$ cat config.mk
export PLATFORM = sky130hd
export DESIGN_NAME = byte_alu_top
export DESIGN_NICKNAME = d
export VERILOG_FILES = /design/src/common/alu_pkg.sv /design/src/rtl/byte_alu_top.sv /design/src/rtl/logic_shift_unit.sv /design/src/rtl/bit_manip_unit.sv
export SDC_FILE = /design/constraint.sdc
export NUM_CORES = 1
export LEC_CHECK = 0
export BUFFER_PORTS_ARGS = -buffer_cell sky130_fd_sc_hd__buf_2
export CAP_MARGIN = 15
export CORE_MARGIN = 10
export CORE_UTILIZATION = 66
export DETAILED_ROUTE_END_ITERATION = 10
export PLACE_DENSITY_LB_ADDON = 0.05
export SLEW_MARGIN = 10
export SYNTH_ARGS = -nofsm -noshare
export SYNTH_HDL_FRONTEND = slang
export SYNTH_SLANG_ARGS = --single-unit
$ cat constraint.sdc
create_clock -name clk -period 7.6 [get_ports clk]
set_clock_uncertainty 0.1 [all_clocks]
set_input_delay 0.38 -clock clk [delete_from_list [all_inputs] [get_ports clk]]
set_output_delay 0.38 -clock clk [all_outputs]
set_load 0.1 [all_outputs]
$ cat src/common/alu_pkg.sv
// Shared types, constants and decode helpers for the byte logic, shift and bit datapath
// What this block does
// - AND destination with register or immediate byte
// - OR destination with register or immediate byte
// - XOR destination with register or immediate byte
// - Complement: invert every bit of register
// - Arithmetic shift left and right, written back
// - Logical shift left and right, written back
// - Rotate left or right, bit re-enters opposite
// - Rotate through carry, carry gets shifted-out bit
// - Logic, shift, rotate are byte-only operations
// - Bit set forces chosen bit to one
// - Bit clear forces chosen bit to zero
// - Bit toggle inverts chosen bit, writes back
// - Bit probe: zero flag gets inverted bit
// - Bit position from immediate or register low bits
// - Carry AND/OR/XOR with chosen bit
// - Carry AND/OR/XOR with inverted chosen bit
// - Inverted carry/load/store ops: immediate position only
// - Bit load copies chosen bit into carry
// - Inverted bit load puts complement into carry
// - Bit store writes carry into chosen bit
// - Inverted bit store writes complemented carry
// - Carry and zero held in condition code register
package alu_pkg;

   localparam int unsigned data_w = 8;
   localparam int unsigned reg_count = 16;
   localparam int unsigned reg_idx_w = 4;
   localparam int unsigned addr_w = 16;
   localparam int unsigned pos_w = 3;

   // Condition code register layout
   localparam int unsigned ccr_c_bit = 0;
   localparam int unsigned ccr_v_bit = 1;
   localparam int unsigned ccr_z_bit = 2;
   localparam int unsigned ccr_n_bit = 3;
   localparam logic [7:0] ccr_reset = 8'h80;
   localparam logic [7:0] reg_reset = 8'h00;

   typedef enum logic [4:0] {
      op_and, op_or, op_xor, op_not,
      arith_shift_left, arith_shift_right, logic_shift_left, logic_shift_right,
      rotate_left, rotate_right, rotate_left_through_carry, rotate_right_through_carry,
      bit_force_one, bit_force_zero, bit_toggle, bit_probe,
      carry_and_bit, carry_and_inverted_bit, carry_or_bit, carry_or_inverted_bit,
      carry_xor_bit, carry_xor_inverted_bit,
      bit_to_carry, inverted_bit_to_carry, carry_to_bit, inverted_carry_to_bit
   } alu_op_e;

   typedef struct packed {
      alu_op_e op;
      logic [reg_idx_w-1:0] dst_idx;
      logic [reg_idx_w-1:0] src_idx;
      logic use_imm;
      logic [data_w-1:0] imm;
      logic pos_from_reg;
      logic [pos_w-1:0] pos_imm;
      logic mem_operand;
      logic [addr_w-1:0] mem_addr;
   } alu_req_s;

   function automatic logic is_bit_op(input alu_op_e op);
      return op >= bit_force_one;
   endfunction

   function automatic logic writes_operand(input alu_op_e op);
      return op == bit_force_one || op == bit_force_zero || op == bit_toggle ||
             op == carry_to_bit || op == inverted_carry_to_bit;
   endfunction

   function automatic logic imm_pos_only(input alu_op_e op);
      return op == carry_and_inverted_bit || op == carry_or_inverted_bit ||
             op == carry_xor_inverted_bit || op == inverted_bit_to_carry ||
             op == inverted_carry_to_bit;
   endfunction

endpackage

$ cat src/rtl/byte_alu_top.sv
// Top of the byte logic, shift and bit datapath with register file, CONDITION_CODE_REGISTER and memory sequencing
module byte_alu_top (
   input wire logic clk,
   input wire logic reset_n,
   input wire logic req_valid,
   input wire alu_pkg::alu_req_s req,
   output logic req_ready_r,
   output logic done_r,
   output logic refused_r,
   output logic mem_rd_req_r,
   input wire logic mem_rd_valid,
   input wire logic [7:0] mem_rd_data,
   output logic mem_wr_req_r,
   input wire logic mem_wr_ack,
   output logic [15:0] mem_addr_r,
   output logic [7:0] mem_wr_data_r,
   input wire logic reg_wr_en,
   input wire logic [3:0] reg_wr_idx,
   input wire logic [7:0] reg_wr_data,
   input wire logic [3:0] reg_rd_idx,
   output logic [7:0] reg_rd_data_r,
   input wire logic ccr_wr_en,
   input wire logic [7:0] ccr_wr_data,
   output logic [7:0] ccr_r
);

   typedef enum logic [2:0] {
      st_idle,
      st_mem_read,
      st_exec,
      st_mem_write
   } alu_state_e;

   alu_state_e state_r;
   alu_state_e state_nxt;
   alu_pkg::alu_req_s cur_r;
   logic [7:0] regs_r [alu_pkg::reg_count];
   logic [7:0] operand_r;

   logic [7:0] dst_val;
   logic [7:0] src_val;
   logic [7:0] ls_result;
   logic ls_carry;
   logic ls_carry_upd;
   logic ls_v;
   logic [7:0] bm_result;
   logic bm_carry;
   logic bm_z;
   logic [2:0] bit_pos;
   logic carry_now;
   logic bad_req;
   logic exec_fire;
   logic reg_result_wr;
   logic [7:0] reg_result;
   logic [7:0] ccr_nxt;

   assign dst_val = regs_r[cur_r.dst_idx];
   // Immediate operand replaces the source register
   assign src_val = cur_r.use_imm ? cur_r.imm : regs_r[cur_r.src_idx];
   // Position from low three bits of a register or from the immediate field
   assign bit_pos = cur_r.pos_from_reg ? regs_r[cur_r.src_idx][2:0] : cur_r.pos_imm;
   assign carry_now = ccr_r[alu_pkg::ccr_c_bit];

   // Register-sourced position is refused for inverted operations; so is memory for non-bit ops
   assign bad_req = (req.pos_from_reg && alu_pkg::imm_pos_only(req.op)) ||
                    (req.mem_operand && !alu_pkg::is_bit_op(req.op));
   assign exec_fire = (state_r == st_exec);

   logic_shift_unit u_logic_shift (
      .op(cur_r.op),
      .a(dst_val),
      .b(src_val),
      .carry_in(carry_now),
      .result(ls_result),
      .carry_out(ls_carry),
      .carry_upd(ls_carry_upd),
      .v_out(ls_v)
   );

   bit_manip_unit u_bit_manip (
      .op(cur_r.op),
      .operand(operand_r),
      .pos(bit_pos),
      .carry_in(carry_now),
      .result(bm_result),
      .carry_out(bm_carry),
      .z_out(bm_z)
   );

   // Sequencing
   always_comb begin
      state_nxt = state_r;
      case (state_r)
         st_idle: begin
            if (req_valid && !bad_req) begin
               state_nxt = req.mem_operand ? st_mem_read : st_exec;
            end
         end
         st_mem_read: begin
            if (mem_rd_valid) begin
               state_nxt = st_exec;
            end
         end
         st_exec: begin
            // Only modifying bit ops on memory need the write-back leg
            if (cur_r.mem_operand && alu_pkg::writes_operand(cur_r.op)) begin
               state_nxt = st_mem_write;
            end else begin
               state_nxt = st_idle;
            end
         end
         st_mem_write: begin
            if (mem_wr_ack) begin
               state_nxt = st_idle;
            end
         end
         default: state_nxt = st_idle;
      endcase
   end

   always_ff @(posedge clk or negedge reset_n) begin
      if (!reset_n) begin
         state_r <= st_idle;
      end else begin
         state_r <= state_nxt;
      end
   end

   always_ff @(posedge clk or negedge reset_n) begin
      if (!reset_n) begin
         cur_r <= '0;
      end else if (state_r == st_idle && req_valid) begin
         cur_r <= req;
      end
   end

   always_ff @(posedge clk or negedge reset_n) begin
      if (!reset_n) begin
         req_ready_r <= 1'b1;
      end else begin
         req_ready_r <= (state_nxt == st_idle);
      end
   end

   // Operand byte: whole memory byte on read, else the destination register
   always_ff @(posedge clk or negedge reset_n) begin
      if (!reset_n) begin
         operand_r <= 8'h00;
      end else if (state_r == st_idle && req_valid) begin
         operand_r <= regs_r[req.dst_idx];
      end else if (state_r == st_mem_read && mem_rd_valid) begin
         operand_r <= mem_rd_data;
      end
   end

   // Memory handshake, request held until answered
   always_ff @(posedge clk or negedge reset_n) begin
      if (!reset_n) begin
         mem_rd_req_r <= 1'b0;
         mem_wr_req_r <= 1'b0;
         mem_addr_r <= 16'h0000;
         mem_wr_data_r <= 8'h00;
      end else begin
         if (state_r == st_idle && req_valid && !bad_req && req.mem_operand) begin
            mem_rd_req_r <= 1'b1;
            mem_addr_r <= req.mem_addr;
         end else if (mem_rd_valid) begin
            mem_rd_req_r <= 1'b0;
         end
         if (exec_fire && state_nxt == st_mem_write) begin
            mem_wr_req_r <= 1'b1;
            mem_wr_data_r <= bm_result;
         end else if (mem_wr_ack) begin
            mem_wr_req_r <= 1'b0;
         end
      end
   end

   always_ff @(posedge clk or negedge reset_n) begin
      if (!reset_n) begin
         done_r <= 1'b0;
         refused_r <= 1'b0;
      end else begin
         done_r <= (exec_fire && state_nxt == st_idle) || (state_r == st_mem_write && mem_wr_ack);
         refused_r <= (state_r == st_idle) && req_valid && bad_req;
      end
   end

   // Register result selection
   always_comb begin
      reg_result_wr = 1'b0;
      reg_result = ls_result;
      if (exec_fire) begin
         if (!alu_pkg::is_bit_op(cur_r.op)) begin
            reg_result_wr = 1'b1;
            reg_result = ls_result;
         end else if (!cur_r.mem_operand && alu_pkg::writes_operand(cur_r.op)) begin
            reg_result_wr = 1'b1;
            reg_result = bm_result;
         end
      end
   end

   // Core writes lose to a completing result on the same register
   always_ff @(posedge clk or negedge reset_n) begin
      if (!reset_n) begin
         for (int i = 0; i < alu_pkg::reg_count; i++) begin
            regs_r[i] <= alu_pkg::reg_reset;
         end
      end else begin
         if (reg_wr_en) begin
            regs_r[reg_wr_idx] <= reg_wr_data;
         end
         if (reg_result_wr) begin
            regs_r[cur_r.dst_idx] <= reg_result;
         end
      end
   end

   always_ff @(posedge clk or negedge reset_n) begin
      if (!reset_n) begin
         reg_rd_data_r <= 8'h00;
      end else begin
         reg_rd_data_r <= regs_r[reg_rd_idx];
      end
   end

   // Flag update; probe touches only Z, carry ops only C
   always_comb begin
      ccr_nxt = ccr_r;
      if (exec_fire) begin
         if (!alu_pkg::is_bit_op(cur_r.op)) begin
            ccr_nxt[alu_pkg::ccr_n_bit] = ls_result[7];
            ccr_nxt[alu_pkg::ccr_z_bit] = (ls_result == 8'h00);
            ccr_nxt[alu_pkg::ccr_v_bit] = ls_v;
            if (ls_carry_upd) begin
               ccr_nxt[alu_pkg::ccr_c_bit] = ls_carry;
            end
         end else if (cur_r.op == alu_pkg::bit_probe) begin
            ccr_nxt[alu_pkg::ccr_z_bit] = bm_z;
         end else if (!alu_pkg::writes_operand(cur_r.op)) begin
            ccr_nxt[alu_pkg::ccr_c_bit] = bm_carry;
         end
      end
   end

   // Datapath update wins over a core write in the same cycle
   always_ff @(posedge clk or negedge reset_n) begin
      if (!reset_n) begin
         ccr_r <= alu_pkg::ccr_reset;
      end else if (exec_fire) begin
         ccr_r <= ccr_nxt;
      end else if (ccr_wr_en) begin
         ccr_r <= ccr_wr_data;
      end
   end

endmodule // byte_alu_top

$ cat src/rtl/logic_shift_unit.sv
// Byte-wide logic, shift and rotate operations
module logic_shift_unit (
   input wire alu_pkg::alu_op_e op,
   input wire logic [7:0] a,
   input wire logic [7:0] b,
   input wire logic carry_in,
   output logic [7:0] result,
   output logic carry_out,
   output logic carry_upd,
   output logic v_out
);
   always_comb begin
      result = a;
      carry_out = carry_in;
      carry_upd = 1'b0;
      v_out = 1'b0;
      case (op)
         alu_pkg::op_and: result = a & b;
         alu_pkg::op_or: result = a | b;
         alu_pkg::op_xor: result = a ^ b;
         alu_pkg::op_not: result = ~a;
         alu_pkg::arith_shift_left, alu_pkg::logic_shift_left: begin
            result = {a[6:0], 1'b0};
            carry_out = a[7];
            carry_upd = 1'b1;
            // Sign change on arithmetic left shift is an overflow
            v_out = (op == alu_pkg::arith_shift_left) ? (a[7] ^ a[6]) : 1'b0;
         end
         alu_pkg::arith_shift_right: begin
            result = {a[7], a[7:1]};
            carry_out = a[0];
            carry_upd = 1'b1;
         end
         alu_pkg::logic_shift_right: begin
            result = {1'b0, a[7:1]};
            carry_out = a[0];
            carry_upd = 1'b1;
         end
         alu_pkg::rotate_left: begin
            result = {a[6:0], a[7]};
            carry_out = a[7];
            carry_upd = 1'b1;
         end
         alu_pkg::rotate_right: begin
            result = {a[0], a[7:1]};
            carry_out = a[0];
            carry_upd = 1'b1;
         end
         alu_pkg::rotate_left_through_carry: begin
            result = {a[6:0], carry_in};
            carry_out = a[7];
            carry_upd = 1'b1;
         end
         alu_pkg::rotate_right_through_carry: begin
            result = {carry_in, a[7:1]};
            carry_out = a[0];
            carry_upd = 1'b1;
         end
         default: result = a;
      endcase
   end
endmodule // logic_shift_unit

$ cat src/rtl/bit_manip_unit.sv
// Single-bit set, clear, toggle, probe and carry-bit operations on a byte
module bit_manip_unit (
   input wire alu_pkg::alu_op_e op,
   input wire logic [7:0] operand,
   input wire logic [2:0] pos,
   input wire logic carry_in,
   output logic [7:0] result,
   output logic carry_out,
   output logic z_out
);
   logic sel;

   always_comb begin
      sel = operand[pos];
      result = operand;
      carry_out = carry_in;
      z_out = ~sel;
      case (op)
         alu_pkg::bit_force_one: result[pos] = 1'b1;
         alu_pkg::bit_force_zero: result[pos] = 1'b0;
         alu_pkg::bit_toggle: result[pos] = ~sel;
         alu_pkg::carry_and_bit: carry_out = carry_in & sel;
         alu_pkg::carry_or_bit: carry_out = carry_in | sel;
         alu_pkg::carry_xor_bit: carry_out = carry_in ^ sel;
         alu_pkg::carry_and_inverted_bit: carry_out = carry_in & ~sel;
         alu_pkg::carry_or_inverted_bit: carry_out = carry_in | ~sel;
         alu_pkg::carry_xor_inverted_bit: carry_out = carry_in ^ ~sel;
         alu_pkg::bit_to_carry: carry_out = sel;
         alu_pkg::inverted_bit_to_carry: carry_out = ~sel;
         alu_pkg::carry_to_bit: result[pos] = carry_in;
         alu_pkg::inverted_carry_to_bit: result[pos] = ~carry_in;
         default: result = operand;
      endcase
   end
endmodule // bit_manip_unit

==> summary.txt <==
Floorplan
  • Initial core utilization: 67.03%
  • Core ar.: 0.02257 sq mm
  • DIE AREA: roughly 0.029 sq mm
  • Row cnt: 55
  • I/O pin count: ~130
  • Die Span X: 171.4 um
  • Die height: about 170 um

Place
  • Setup slack at placement: around 2700 ps
  • Placed instance count: approximately 1700
  • Placer Congestion: roughly 1
  • DPL Wire Length: about 33 mm
  • Post-DP Area: approximately 0.016 sq mm
  • Port bufs: about 130

Drt
  • Remaining antenna violation count: 0
  • Pre-Repair DR Iteration Count: 5
  • Initial DRC Count: 1756
  • DR DRC count: 0
  • Routed len/inst: roughly 29 um
  • Total Wirelength: between 50 and 60 mm
  • Vias: 12800
  • Avg Vias per Cell: 7.201

Critical path
  • CP Data Required Time: roughly 8000 ps
  • Nature of the critical path startpoint: flip-flop
  • Crit. End Element: flip-flop
  • CP arrival: 5240 ps
  • Setup CP Type: reg -> reg
  • Crit-path max FO: 33

Flow run
  • Max cap viols: 0

Timing
  • Crit share post-route: approximately 65%
  • Slew Viols, Final: 0
  • Minimum clock period: slightly below 5000 ps
  • Worst Tran Pin Value: approximately 1200 ps
  • Worst setup margin: roughly 2700 ps
  • Hold WS: 4.106 ps
  • Setup TNS: 0 ps
  • Finish-stage setup viols: 0
  • Final-report hold violation count: 0
  • RSZ-0062 raised after global routing: false
  • Slew Limit Headroom: around 22%
  • F_max: 0.2039 GHz

Synth
  • Prevailing post-synth register cell: dfrtp_1
  • Yosys warns: 0
  • Mapped Avg Cell Area: about 11 sq um
  • Yosys cell types: around 70
  • Sequential-to-total area share from yosys stat: 34.91%
  • Net count after synthesis: between 1000 and 1500
  • Fraction of registers with async set/reset: 100.0%
  • Mapped Area: roughly 0.015 sq mm
  • Syn Inst Count: approximately 1400
  • Count of state elements after synthesis: between 200 and 250
  • Post-synth EDFFs: 0

Clock network
  • Worst skew pair latency: ~530 ps
  • CTS Buffer Depth: 3
  • CTS Hold Bufs: just over 40
  • CTS Sinks: between 200 and 250
  • CTS buffer count: 25
  • CTS clock-pin slew for the worst setup and hold paths: 60 ps
  • Post-CTS setup buffer count: 0
  • Root buffer cell: clkbuf_16
  • CTS tree: done
  • Resize count post-CTS: 0
  • H-tree depth: 1

Final layout
  • Final Non-Filler Cells: 1778
  • Most frequent cells in the layout: dfrtp_1 (207), mux4_2 (135), buf_2 (125)
  • NumNets Final: 1571
  • Layout cell share with drive strength beyond 1: 33.87%
  • Fin util: 76.09%
  • Commonest non-fill, non-tap cell in the layout: dfrtp_1
  • Area grow syn2layout: 13.50%
  • Fin area: around 0.017 sq mm
  • Layout filler cell count: 1536

Global routing
  • Pin count of the biggest net entering global routing: between 80 and 90
  • Total GRT Usage: around a third
  • Number of global-route vias before repair: roughly 13000
  • Initial antenna violation count: 4
  • Global-route wire length before repair: 76.87 mm
  • Remaining global-route overflow: 0

Pwr
  • Flop pwr share: between 30% and 40%
  • Total chip power: 5.790 mW
  • Logic pwr share: 46.5%
  • Clock power frac: 21.5%
  • Psw: 2.470 mW
  • Power Density: ~340 mW/mm^2
  • Pint: roughly 3.3 mW
  • Sw Share: between 40% and 50%
  • Lkg Pwr: approximately 7.2 nW
  • Worst-case vdd ir drop: 281.5 uV

Run status
  • Status: finished clean

Hold path
  • Min-delay worst type: in -> reg
## worst max-delay path, cell delays in order, from the launching register on
cell      delay (ps)
dfrtp_2         1070
mux4_2           620
mux4_2           520
mux2i_1          210
ha_1             260
mux2i_1          160
nor3_1            60
a21oi_1          170
o32ai_1          100
nor4bb_1         720
nand4b_1         160
or3_1            420
a31oi_1          190
## Yosys cell counts, drive strengths merged (5+ instances only)
cell type / instances / share of area [%]
a221oi: 11 / 0.75
nor2: 103 / 2.6
ha: 16 / 1.3
nor2b: 95 / 3.9
or3: 5 / 0.21
inv: 23 / 0.57
mux4: 136 / 20
clkbuf: 64 / 1.6
o22ai: 7 / 0.29
a21oi: 145 / 6.3
buf: 51 / 1.9
nand3: 21 / 0.69
nor3: 10 / 0.41
nand2b: 7 / 0.29
dfrtp: 209 / 35
mux2: 92 / 7.0
a211oi: 91 / 4.5
mux2i: 67 / 4.8
nand3b: 7 / 0.35
nand2: 110 / 2.7
a22oi: 7 / 0.35
and3: 6 / 0.25
o21ai: 14 / 0.56
## power by group through the flow
stage          registers [mW]  clock network [mW]  logic (mW)
3_5_place_dp             1.83                   0        2.62
2_1_floorplan            2.03                   0        1.80
3_3_place_gp             1.81                   0        2.56
5_1_grt                  1.88                1.30        2.85
4_1_cts                  1.82                1.25        2.65
6_report                 1.85                1.25        2.69
## registers in the layout (all words and copies together), names as in the netlist
register	cells
ccr_r	8
cur_r	27
done_r	1
mem_addr_r	16
mem_rd_req_r	1
mem_wr_data_r	8
mem_wr_req_r	1
operand_r	8
refused_r	1
reg_rd_data_r	8
regs_r	128
req_ready_r	1
state_r	3
## cells by family after synthesis
logic type               count (synthesis)  share of synthesized area (%)
buffers and inverters                  138                          4.102
flip-flops                             211                          34.91
multiplexers                           295                          32.08
AND/OR/NAND/NOR                        379                          12.16
AO/OA/AOI/OAI                          314                          15.12
other                                    1                        0.02478
adder cells (fa/ha/maj)                 16                          1.323
XOR/XNOR                                 5                         0.2894
## routing by layer
metal / wire length [um] / track usage [%] / up-vias
met5: 26 / 0 / -
met4: 3122 / 19.66 / 4
met3: 6114 / 9.649 / 201
met2: 23480 / 52.70 / 917
met1: 17940 / 43.14 / 6291
li1: - / - / 5390
## final timing paths
path	startpoint	end	slack (ps)	depth (start not counted)
worst max-delay path	cur_r[30]	ccr_r[2]	2700	12
worst min-delay path	req[1]	mem_addr_r[1]	4	2
worst max register to register	cur_r[30]	ccr_r[2]	2700	12
worst min register to register	cur_r[22]	cur_r[22]	380	2
max in group asynchronous	reset_n	mem_addr_r[8]	5600	3
min in group asynchronous	reset_n	cur_r[25]	300	2
## cell type report
class                   instances  area (sq um)  area share, %
well taps                     285         356.6          2.076
diodes                          2         5.005        0.02914
flip-flops and latches        211          5285          30.77
repair buffers                202          1314          7.650
multi-input cells            1010          9271          53.99
clock inverters                 9         128.9         0.7504
clock buffers                  36         726.9          4.233
inverters                      23         86.33         0.5027
Note: power is estimated with default switching activity, not from simulation.
